<file path="src/rws_pkg.sv">
// shared constants and types for the reset and wake sequencer
package rws_pkg;
    localparam int CLK_HZ = 40000000;
    localparam logic [15:0] CMD_SW_RESET = 16'hFE00;
    localparam logic [7:0] CMD_PLL_HI = 8'hCC;
    localparam int RESET_MODE_BIT = 1;
    localparam logic MODE_SENSITIVE_RST = 1'b1;
    localparam int RESET_MAX_MS = 150;
    localparam int HOLD_US = 10;
    localparam int HOLD_CYC = (HOLD_US * (CLK_HZ / 1000000));
    localparam int DEBOUNCE_US = 50;
    localparam int DEBOUNCE_CYC = (DEBOUNCE_US * (CLK_HZ / 1000000));
    localparam int KEY_N = 4;
    localparam int CNT_W = 12;
    typedef enum logic [1:0] {
        RWS_HOLD = 2'b00,
        RWS_RUN = 2'b01,
        RWS_WAKE = 2'b11,
        RWS_KEEP = 2'b10
    } rws_state_t;
endpackage : rws_pkg

</file>
<file path="src/rws_sync.sv">
// three-stage synchroniser with agreement filter
`timescale 1ns/1ps
module rws_sync (
    input wire logic clk_i,
    input wire logic srst_i,
    input wire logic d_i,
    output logic q_o
);
    logic s1;
    logic s2;
    logic s3;
    always_ff @(posedge clk_i) begin
        if (srst_i) begin
            s1 <= 1'b0;
            s2 <= 1'b0;
            s3 <= 1'b0;
        end else begin
            s1 <= d_i;
            s2 <= s1;
            s3 <= s2;
        end
    end
    // accept a change only once two late stages agree
    always_ff @(posedge clk_i) begin
        if (srst_i) begin
            q_o <= 1'b0;
        end else if (s2 == s3) begin
            q_o <= s3;
        end
    end
endmodule : rws_sync

</file>
<file path="src/rws_top.sv">
// reset decision and oscillator wake sequencing
// Operation
// - reset on power-on, enabled supply glitch, or software reset command.
// - hold reset while supply exceeds ramp by more than threshold.
// - hold reset while supply is below minimum level.
// - reset lasts up to maximum; commands ignored during reset.
// - sensitive and normal modes exist; sensitive is default.
// - normal mode disables glitch detection.
// - sensitive mode resets on fast rise meeting ramp threshold.
// - falling supply resets at mode-dependent low threshold.
// - every reset restores defaults, including sensitive mode.
// - software reset acts exactly like power-on reset.
// - reset-mode bit of PLL command selects normal mode.
// - command code FE00h starts a software reset.
// - controller serialises events and debounces key inputs.
// - oscillator is turned on temporarily for wake, release, status read; a single wake keeps it on until status read.
// - two successive wake events keep oscillator on until status read.
`timescale 1ns/1ps
module rws_top (
    input wire logic clk_i,
    input wire logic srst_i,
    input wire logic por_i,
    input wire logic ramp_over_i,
    input wire logic vdd_low_i,
    input wire logic vdd_lowest_i,
    input wire logic fast_rise_i,
    input wire logic [rws_pkg::KEY_N-1:0] key_input_i,
    input wire logic wut_expire_i,
    input wire logic lowbat_i,
    input wire logic cmd_valid_i,
    input wire logic [15:0] cmd_i,
    input wire logic status_read_i,
    output logic chip_rst_o,
    output logic sensitive_o,
    output logic cmd_accept_o,
    output logic osc_on_o,
    output logic [rws_pkg::KEY_N-1:0] key_o,
    output logic wake_pend_o
);
    import rws_pkg::*;

    localparam int NSYNC = 5 + KEY_N;
    logic [NSYNC-1:0] raw;
    logic [NSYNC-1:0] syn;
    logic por_s;
    logic ramp_s;
    logic low_s;
    logic lowest_s;
    logic rise_s;
    logic [KEY_N-1:0] key_s;
    logic sw_rst;
    logic rst_cause;
    logic [CNT_W-1:0] hold_cnt;
    logic [KEY_N-1:0] key_q;
    logic [KEY_N-1:0] key_prev;
    logic [CNT_W-1:0] db_cnt [KEY_N];
    logic wut_q;
    logic lowbat_q;
    logic press_ev;
    logic release_ev;
    logic wake_ev;
    rws_state_t state;
    rws_state_t next_state;

    assign raw = {key_input_i, fast_rise_i, vdd_lowest_i, vdd_low_i,
                  ramp_over_i, por_i};

    genvar gi;
    generate
        for (gi = 0; gi < NSYNC; gi++) begin : g_sync
            rws_sync u_sync (
                .clk_i(clk_i),
                .srst_i(srst_i),
                .d_i(raw[gi]),
                .q_o(syn[gi])
            );
        end
    endgenerate

    assign por_s = syn[0];
    assign ramp_s = syn[1];
    assign low_s = syn[2];
    assign lowest_s = syn[3];
    assign rise_s = syn[4];
    assign key_s = syn[NSYNC-1:5];

    assign sw_rst = cmd_accept_o && cmd_valid_i && (cmd_i == CMD_SW_RESET);

    // six causes, same path for software reset
    // glitch only counts in sensitive mode
    assign rst_cause = por_s || sw_rst || low_s && sensitive_o ||
                       lowest_s || ramp_s && !rise_s ||
                       sensitive_o && rise_s && ramp_s;

    // synchronous release after a short hold
    always_ff @(posedge clk_i) begin
        if (srst_i) begin
            hold_cnt <= CNT_W'(HOLD_CYC);
            chip_rst_o <= 1'b1;
        end else if (rst_cause) begin
            hold_cnt <= CNT_W'(HOLD_CYC);
            chip_rst_o <= 1'b1;
        end else if (hold_cnt != '0) begin
            hold_cnt <= hold_cnt - 1'b1;
            chip_rst_o <= 1'b1;
        end else begin
            chip_rst_o <= 1'b0;
        end
    end

    always_ff @(posedge clk_i) begin
        if (srst_i) begin
            cmd_accept_o <= 1'b0;
        end else begin
            cmd_accept_o <= !chip_rst_o && !rst_cause;
        end
    end

    // sensitive default, reset restores it, mode bit
    always_ff @(posedge clk_i) begin
        if (srst_i || chip_rst_o) begin
            sensitive_o <= MODE_SENSITIVE_RST;
        end else if (cmd_accept_o && cmd_valid_i &&
                     cmd_i[15:8] == CMD_PLL_HI &&
                     cmd_i[RESET_MODE_BIT]) begin
            sensitive_o <= 1'b0;
        end
    end

    generate
        for (gi = 0; gi < KEY_N; gi++) begin : g_db
            always_ff @(posedge clk_i) begin
                if (srst_i) begin
                    db_cnt[gi] <= '0;
                    key_q[gi] <= 1'b0;
                end else if (key_s[gi] == key_q[gi]) begin
                    db_cnt[gi] <= '0;
                end else if (db_cnt[gi] == CNT_W'(DEBOUNCE_CYC - 1)) begin
                    db_cnt[gi] <= '0;
                    key_q[gi] <= key_s[gi];
                end else begin
                    db_cnt[gi] <= db_cnt[gi] + 1'b1;
                end
            end
        end
    endgenerate

    always_ff @(posedge clk_i) begin
        if (srst_i) begin
            key_prev <= '0;
            key_o <= '0;
            wut_q <= 1'b0;
            lowbat_q <= 1'b0;
        end else begin
            key_prev <= key_q;
            key_o <= key_q;
            wut_q <= wut_expire_i;
            lowbat_q <= lowbat_i;
        end
    end

    assign press_ev = |(key_q & ~key_prev);
    assign release_ev = |(~key_q & key_prev);
    assign wake_ev = press_ev || (wut_expire_i && !wut_q) ||
                     (lowbat_i && !lowbat_q) || chip_rst_o;

    // events handled one at a time
    always_comb begin
        next_state = state;
        unique case (state)
            RWS_HOLD: begin
                // wake waits for a read; release or read is one pass
                if (wake_ev) begin
                    next_state = RWS_WAKE;
                end else if (release_ev || status_read_i) begin
                    next_state = RWS_RUN;
                end
            end
            RWS_WAKE: begin
                if (wake_ev) begin
                    next_state = RWS_KEEP;
                end else if (status_read_i) begin
                    next_state = RWS_RUN;
                end
            end
            RWS_KEEP: begin
                if (status_read_i) begin
                    next_state = RWS_RUN;
                end
            end
            RWS_RUN: begin
                next_state = RWS_HOLD;
            end
        endcase
    end

    always_ff @(posedge clk_i) begin
        if (srst_i) begin
            state <= RWS_WAKE;
        end else begin
            state <= next_state;
        end
    end

    // oscillator on while work is pending
    always_ff @(posedge clk_i) begin
        if (srst_i) begin
            osc_on_o <= 1'b1;
            wake_pend_o <= 1'b0;
        end else begin
            osc_on_o <= (next_state != RWS_HOLD);
            wake_pend_o <= (next_state == RWS_KEEP);
        end
    end
endmodule : rws_top

</file>
<file path="config.mk">
export PLATFORM = sky130hd
export DESIGN_NAME = rws_top
export DESIGN_NICKNAME = d
export VERILOG_FILES = /design/src/rws_pkg.sv /design/src/rws_sync.sv /design/src/rws_top.sv
export SDC_FILE = /design/constraint.sdc
export NUM_CORES = 1
export LEC_CHECK = 0
export BUFFER_PORTS_ARGS = -buffer_cell sky130_fd_sc_hd__buf_2
export CORE_ASPECT_RATIO = 2
export CORE_MARGIN = 5
export CORE_UTILIZATION = 53
export CTS_CLUSTER_DIAMETER = 100
export DETAILED_ROUTE_END_ITERATION = 8
export PLACE_DENSITY = 0.75
export SYNTH_ARGS = -nofsm -noshare
export SYNTH_HDL_FRONTEND = slang
export SYNTH_SLANG_ARGS = --single-unit
</file>
<file path="constraint.sdc">
create_clock -name clk_i -period 1.8 [get_ports clk_i]
set_input_delay 0.18 -clock clk_i [delete_from_list [all_inputs] [get_ports clk_i]]
set_output_delay 0.18 -clock clk_i [all_outputs]
set_load 0.03 [all_outputs]
</file>
==> results.py, run 1 <==
metrics = {
    "routing": {
        "wl_um": 9660,
        "drt-vias-per-instance": 5.10,
        "drt-initial-drc-count": 168,
        "routed-via-count": 3645,
        "wire_per_inst_um": 13.5,
        "post-route-drc-count": 0,
        "ant_nets": 0,
        "drtPass1Iterations": 5,
    },
    "setup_path": {
        "crit_family": "simple AND/OR/NAND/NOR gates",
        "critPathBufInv": 1,
        "rr_endpoint": "hold_cnt[8]$_SDFFE_PP1P_",
        "r2r_setup_slack_ns": -0.03,
        "end_kind": "register",
        "cp.required_ns": 2.09,
        "max_stage_delay_ns": 0.49,
        "critPathArrivalTime_ns": 2.13,
        "critical_path.slowest_cell": "or4b_4",
        "worstRegToRegCells": 5,
        "r2r-start": "hold_cnt[0]$_SDFFE_PP0P_",
        "crit_type": "register to register",
        "crit_fanout": 4,
        "startpoint_type": "register",
        "crit_chain": "inv_2, ha_4, or4b_4, or4_4, a211o_1",
    },
    "timing": {
        "fin_setup_tns_ns": -0.0672,
        "final-setup-viol-count": 5,
        "finalWorstSetupSlack_ns": -0.0308,
        "rsz0062_at_grt": "true",
        "maxSlewViolCount": 0,
        "fin_crit_sh_pct": 102,
        "hold_viol_final": 0,
        "hold_ws_ns": 0.00771,
        "max_freq_mhz": 546,
        "period_needed_ns": 1.83,
        "fin_skew_ns": 0.00814,
    },
    "floorplanning": {
        "fp.dieW_um": 76.6,
        "design.core.area_um2": 8650,
        "die-area_um2": 11000,
        "initial_utilization_pct": 54.4,
        "num_rows": 48,
        "pin_count": 40,
        "die_h_um": 143,
    },
    "clock_network": {
        "root_buffer": "clkbuf_16",
        "clk_pin_slew_ns": 0.06,
        "clock-sinks": 113,
        "clock_latency_ns": 0.41,
        "cts-buffers-inserted": 17,
        "cts_tree": "yes",
        "clk_path_buf_depth": 2,
        "htree_levels": 4,
    },
    "grt": {
        "grtUsageMet1_pct": 16.9,
        "top_usage_layer": "met2",
        "gr-usage-met2_pct": 34.8,
        "grt_pass1_vias": 3791,
        "grt_pass1_wl_um": 15900,
        "grtUsageMet3_pct": 6.25,
        "track_usage_pct": 18.2,
        "antenna_found_initial": 0,
        "grt_max_degree": 22,
        "grt-ovfl-total": 0,
    },
    "run": {
        "cap_violations": 0,
    },
    "finish": {
        "stdcell_count": 715,
        "area_growth_pct": 35.9,
        "fin_nets": 638,
        "diodes": 0,
        "layout-drive-gt1-share_pct": 25.4,
    },
    "yosys": {
        "ys_ff_latch": 113,
        "synthCells": 455,
        "ys_seq_area_share_pct": 58.3,
        "synth.cell_area_um2": 4700,
        "synthArstFlopShare_pct": 0,
        "synth_edf_count": 48,
        "synth.distinct_cells": 38,
        "synth_warnings": 0,
        "synth_flop_cell": "dfxtp_1",
        "synth.avg_cell_area_um2": 10.3,
    },
    "power_and_ir_drop": {
        "p_leak_nw": 2.50,
        "powerDensity_nw_per_um2": 1040,
        "vdd_drop_max_uv": 913,
    },
    "placed_design": {
        "gp_congestion": 0.816,
        "placed_cells": 666,
        "hpwl_um": 6500,
        "port-buffer-count": 39,
    },
    "worst_hold_path": {
        "whs_path_depth": 2,
        "hold_path.class": "input port to register",
        "hp-start": "key_input_i[0]",
        "min_to": "g_sync[5].u_sync.s1$_SDFF_PP0_",
    },
    "run_status": {
        "failed_checks": "negative setup slack",
        "status": "finished, violations left",
    },
}
synth_stat cells (5+ instances only):
cell type	instances	area share, %
a21oi_1	16	1.7
and3_1	10	1.3
and4_1	5	0.93
clkbuf_1	9	0.72
dfxtp_1	65	28
edfxtp_1	48	31
ha_1	5	1.3
inv_1	17	1.4
nand2_1	30	2.4
nand3_1	17	1.8
nand4_1	8	1.1
nor2_1	73	5.8
nor2b_1	33	4.4
nor3_1	10	1.1
nor4_1	8	1.1
o21ai_0	15	1.6
or3_1	8	1.1
xnor2_1	25	4.7
xor2_1	24	4.5
cells by family after synthesis:
family          after synthesis  synth area share, %
simple gates                215                 23.1
xor+xnor                     49                 9.13
flops                       113                 58.3
mux                           4                0.852
buf+inv                      28                 2.34
compound gates               40                 4.82
other cells                   1               0.0798
fa+ha+maj                     5                 1.33
worst max-delay path by stage:
stage / cells past startpoint / slack, ns / endpoint / startpoint
6_report: 5 / -0.03 / hold_cnt[8]$_SDFFE_PP1P_ / hold_cnt[0]$_SDFFE_PP0P_
2_1_floorplan: 5 / -0.02 / hold_cnt[8]$_SDFFE_PP1P_ / hold_cnt[0]$_SDFFE_PP0P_
3_3_place_gp: 6 / -0.02 / db_cnt[3][5]$_SDFFCE_PN0P_ / db_cnt[3][1]$_SDFFCE_PN0P_
4_1_cts: 5 / -0.04 / hold_cnt[8]$_SDFFE_PP1P_ / hold_cnt[0]$_SDFFE_PP0P_
3_5_place_dp: 6 / -0.11 / db_cnt[3][7]$_SDFFCE_PN0P_ / db_cnt[3][0]$_SDFFCE_PN0P_
5_1_grt: 8 / -0.09 / hold_cnt[7]$_SDFFE_PP1P_ / hold_cnt[0]$_SDFFE_PP0P_
sequential cells by signal (all words and copies together), names as in the netlist, 2 cells and up:
register,cells
g_sync.u_sync.s2,9
db_cnt,48
hold_cnt,12
g_sync.u_sync.s1,9
state,2
g_sync.u_sync.s3,9
g_sync.u_sync.q_o,9
key_prev,4
key_q,4
routing by layer:
| metal | routed length [um] | share of wire (%) | vias to the layer above |
|---|---|---|---|
| met5 | 0 | 0 | - |
| met4 | 167 | 1.7 | 0 |
| met3 | 351 | 3.6 | 16 |
| met2 | 5560 | 58 | 66 |
| met1 | 3590 | 37 | 1739 |
| li1 | - | - | 1824 |
per-stage QoR:
step                utilization [%]  worst slack [ns]  total power [mW]  cell area, um2
global route                   73.9           -0.0862              6.92            6390
global placement               63.1           -0.0222              3.19            5460
floorplan                         -           -0.0237              3.07            4910
finish                         73.9           -0.0308              6.66            6390
CTS                            71.4           -0.0380              6.68            6180
detailed placement             63.1            -0.110              3.20            5460
final cells by class:
class / count / area (um2)
clock inverter: 15 / 198
clock buffer: 17 / 425
tap: 100 / 125
timing repair buffer: 92 / 642
sequential: 113 / 2740
fill: 620 / 2260
inverter: 17 / 63.8
multi-input combinational: 361 / 2190
worst register-to-register path, cell delays in order (launching register included):
cell     delay (ns)
dfxtp_2        0.32
inv_2          0.07
ha_4           0.13
or4b_4         0.49
or4_4          0.45
a211o_1        0.27
power by group:
group	internal (mW)	switching (mW)
Combinational	0.181	0.181
Clock	2.22	1.24
Sequential	2.77	0.0713
Total	5.17	1.49
what timing repair did:
action                                 in CTS  in global routing
pin swaps                                   1                 12
buffers inserted                            1                  7
endpoints found under the hold margin       7                  0
hold buffers                                7                  0
cloned                                      0                  2
resized for setup                           5                 34
setup endpoints to repair                  37                 44
placed cells by master, fill, tap and decap left out, drive strengths merged, types with 10 or more instances in the layout:
master,count
o21ai,16
clkbuf,18
and3,10
nor2b,33
nand3,17
nor3,10
inv,24
nor2,73
nand2,30
xnor2,25
a21oi,16
buf,84
xor2,24
edfxtp,48
dfxtp,65
conb,48
No activity file was read; power rests on OpenSTA's default activity.
==> run 2, diff against run 1 <==
--- a/config.mk
+++ b/config.mk
@@ -8,10 +8,11 @@
 export BUFFER_PORTS_ARGS = -buffer_cell sky130_fd_sc_hd__buf_2
 export CORE_ASPECT_RATIO = 2
 export CORE_MARGIN = 5
-export CORE_UTILIZATION = 53
+export CORE_UTILIZATION = 60
 export CTS_CLUSTER_DIAMETER = 100
 export DETAILED_ROUTE_END_ITERATION = 8
-export PLACE_DENSITY = 0.75
+export GPL_ROUTABILITY_DRIVEN = 0
+export PLACE_DENSITY = 0.83
 export SYNTH_ARGS = -nofsm -noshare
 export SYNTH_HDL_FRONTEND = slang
 export SYNTH_SLANG_ARGS = --single-unit
==> constraint.sdc (replaced) <==
create_clock -name clk_i -period 2.4 [get_ports clk_i]
set_input_delay 0.24 -clock clk_i [delete_from_list [all_inputs] [get_ports clk_i]]
set_output_delay 0.24 -clock clk_i [all_outputs]
set_load 0.03 [all_outputs]
==> run 2 against run 1 <==
  * Largest cell class unchanged
  * Wire length fell by 11%
  * Sequential share of layout area is 5.2 points higher
  * Worst setup slack improved by 0.30 ns
  * Via count fell by 6.6%
  * The run now ends clean
==> results.py, run 2 (synthesis results as in run 1) <==
metrics = {
    "timing": {
        "max_freq_mhz": 469,
        "tightest_slew_ns": 0.527,
        "fin_setup_tns_ns": 0,
        "finalWorstSetupSlack_ns": 0.266,
        "fin_skew_ns": 0.00804,
        "rsz0062_at_grt": "false",
        "period_needed_ns": 2.13,
        "maxSlewViolCount": 0,
        "hold_viol_final": 0,
        "final-setup-viol-count": 0,
        "fin_crit_sh_pct": 88.9,
        "slew_headroom_pct": 64.0,
        "hold_ws_ns": 0.0425,
    },
    "clock_network": {
        "cts_resized": 0,
        "ctsHoldBuffers": 0,
        "clk_pin_slew_ns": 0.05,
        "clock-sinks": 113,
        "clock_latency_ns": 0.41,
        "htree_levels": 4,
        "clk_path_buf_depth": 2,
        "root_buffer": "clkbuf_16",
        "cts-buffers-inserted": 17,
        "cts_tree": "yes",
        "cts_setup_buffers": 0,
    },
    "floorplanning": {
        "die-area_um2": 9810,
        "num_rows": 45,
        "design.core.area_um2": 7600,
        "pin_count": 40,
        "die_h_um": 135,
        "initial_utilization_pct": 61.9,
        "fp.dieW_um": 72.6,
    },
    "setup_path": {
        "end_kind": "register",
        "startpoint_type": "register",
        "worstRegToRegCells": 6,
        "r2r-start": "db_cnt[1][0]$_SDFFCE_PN0P_",
        "critPathArrivalTime_ns": 2.27,
        "crit_type": "register to register",
        "r2r_setup_slack_ns": 0.27,
        "crit_fanout": 12,
        "cp.required_ns": 2.54,
        "rr_endpoint": "db_cnt[1][8]$_SDFFCE_PN0P_",
    },
    "worst_hold_path": {
        "whs_path_depth": 2,
        "min_to": "g_sync[4].u_sync.s1$_SDFF_PP0_",
        "hold_path.class": "input port to register",
        "hp-start": "fast_rise_i",
    },
    "finish": {
        "fin_util_pct": 75.0,
        "top_register": "db_cnt",
        "reg_top3": "db_cnt x48, hold_cnt x12",
        "fin_area_um2": 5700,
        "layout-drive-gt1-share_pct": 13.1,
        "final_cell_mix": "nor2_1 (73), dfxtp_1 (65), edfxtp_1 (48), conb_1 (48), buf_2 (39)",
        "final_common_cell": "nor2_1",
        "fin_nets": 589,
        "diodes": 0,
        "stdcell_count": 660,
        "largest_reg_flops": 48,
        "area_growth_pct": 21.3,
    },
    "grt": {
        "grt_pass1_vias": 3415,
        "grt_pass1_wl_um": 14600,
        "grt-ovfl-total": 0,
        "grt_max_degree": 29,
        "track_usage_pct": 19.2,
        "antenna_found_initial": 0,
    },
    "placed_design": {
        "placed_cells": 628,
        "place_ws_ns": 0.297,
        "postPlaceCellArea_um2": 5170,
        "port-buffer-count": 39,
        "hpwl_um": 5900,
    },
    "power_and_ir_drop": {
        "powerDensity_nw_per_um2": 796,
        "vdd_drop_max_uv": 546,
        "p_leak_nw": 2.18,
        "finalPower_mw": 4.54,
    },
    "run": {
        "cap_violations": 0,
    },
    "routing": {
        "wire_per_inst_um": 13.0,
        "post-route-drc-count": 0,
        "routed-via-count": 3406,
        "ant_nets": 0,
        "drt-vias-per-instance": 5.16,
        "drtPass1Iterations": 4,
        "drt-initial-drc-count": 160,
        "wl_um": 8550,
    },
    "run_status": {
        "status": "finished clean",
    },
}
-- run 2: cell count changes in the layout (fill, tap and decap cells not counted), moves of 5 or more --
cell,previous run,this run
clkinv_4,5,0
clkinv_1,0,5
inv_6,6,0
nor2_2,9,0
dlygate4sd3_1,7,0
buf_4,42,4
nor2_1,57,73
nor2_4,7,0
-- run 2: final cells by class --
type,count,area [um2]
flip-flops and latches,113,2740
multi-input cells,361,2030
fillers,523,1900
clock buffers,18,429
repair buffers,43,225
well taps,94,118
clock inverters,14,98.8
inverters,17,63.8
-- run 2: power by group --
part	leakage, nW	switching, mW	internal (mW)	total [mW]
clock	0.249	0.818	1.39	2.21
sequential	1.03	0.0582	2.08	2.14
combinational	0.903	0.106	0.0916	0.197
-- run 2: worst max path at each step --
stage	from	endpoint	slack [ns]	cells past startpoint
detailed placement	db_cnt[1][0]$_SDFFCE_PN0P_	db_cnt[1][11]$_SDFFCE_PN0P_	0.30	6
CTS	db_cnt[1][0]$_SDFFCE_PN0P_	db_cnt[1][8]$_SDFFCE_PN0P_	0.26	6
global placement	db_cnt[1][0]$_SDFFCE_PN0P_	db_cnt[1][11]$_SDFFCE_PN0P_	0.41	6
finish	db_cnt[1][0]$_SDFFCE_PN0P_	db_cnt[1][8]$_SDFFCE_PN0P_	0.27	6
floorplan	hold_cnt[0]$_SDFFE_PP0P_	hold_cnt[8]$_SDFFE_PP1P_	0.54	5
global route	db_cnt[1][0]$_SDFFCE_PN0P_	db_cnt[1][11]$_SDFFCE_PN0P_	0.13	6
-- run 2: critical path: stages (launching register included) --
cell and delay [ns]:
edfxtp_1 0.40, ha_1 0.22, nand3_1 0.16, or4_1 0.42
nor2_1 0.17, or3_1 0.39, nor2_1 0.11
-- run 2: layer usage --
layer	track usage (%)	share of wire, %	vias to the layer above
met3	5.72	3.4	15
met2	33.9	56	51
li1	-	-	1714
met5	0	0	-
met1	20.0	38	1626
met4	9.96	1.8	0
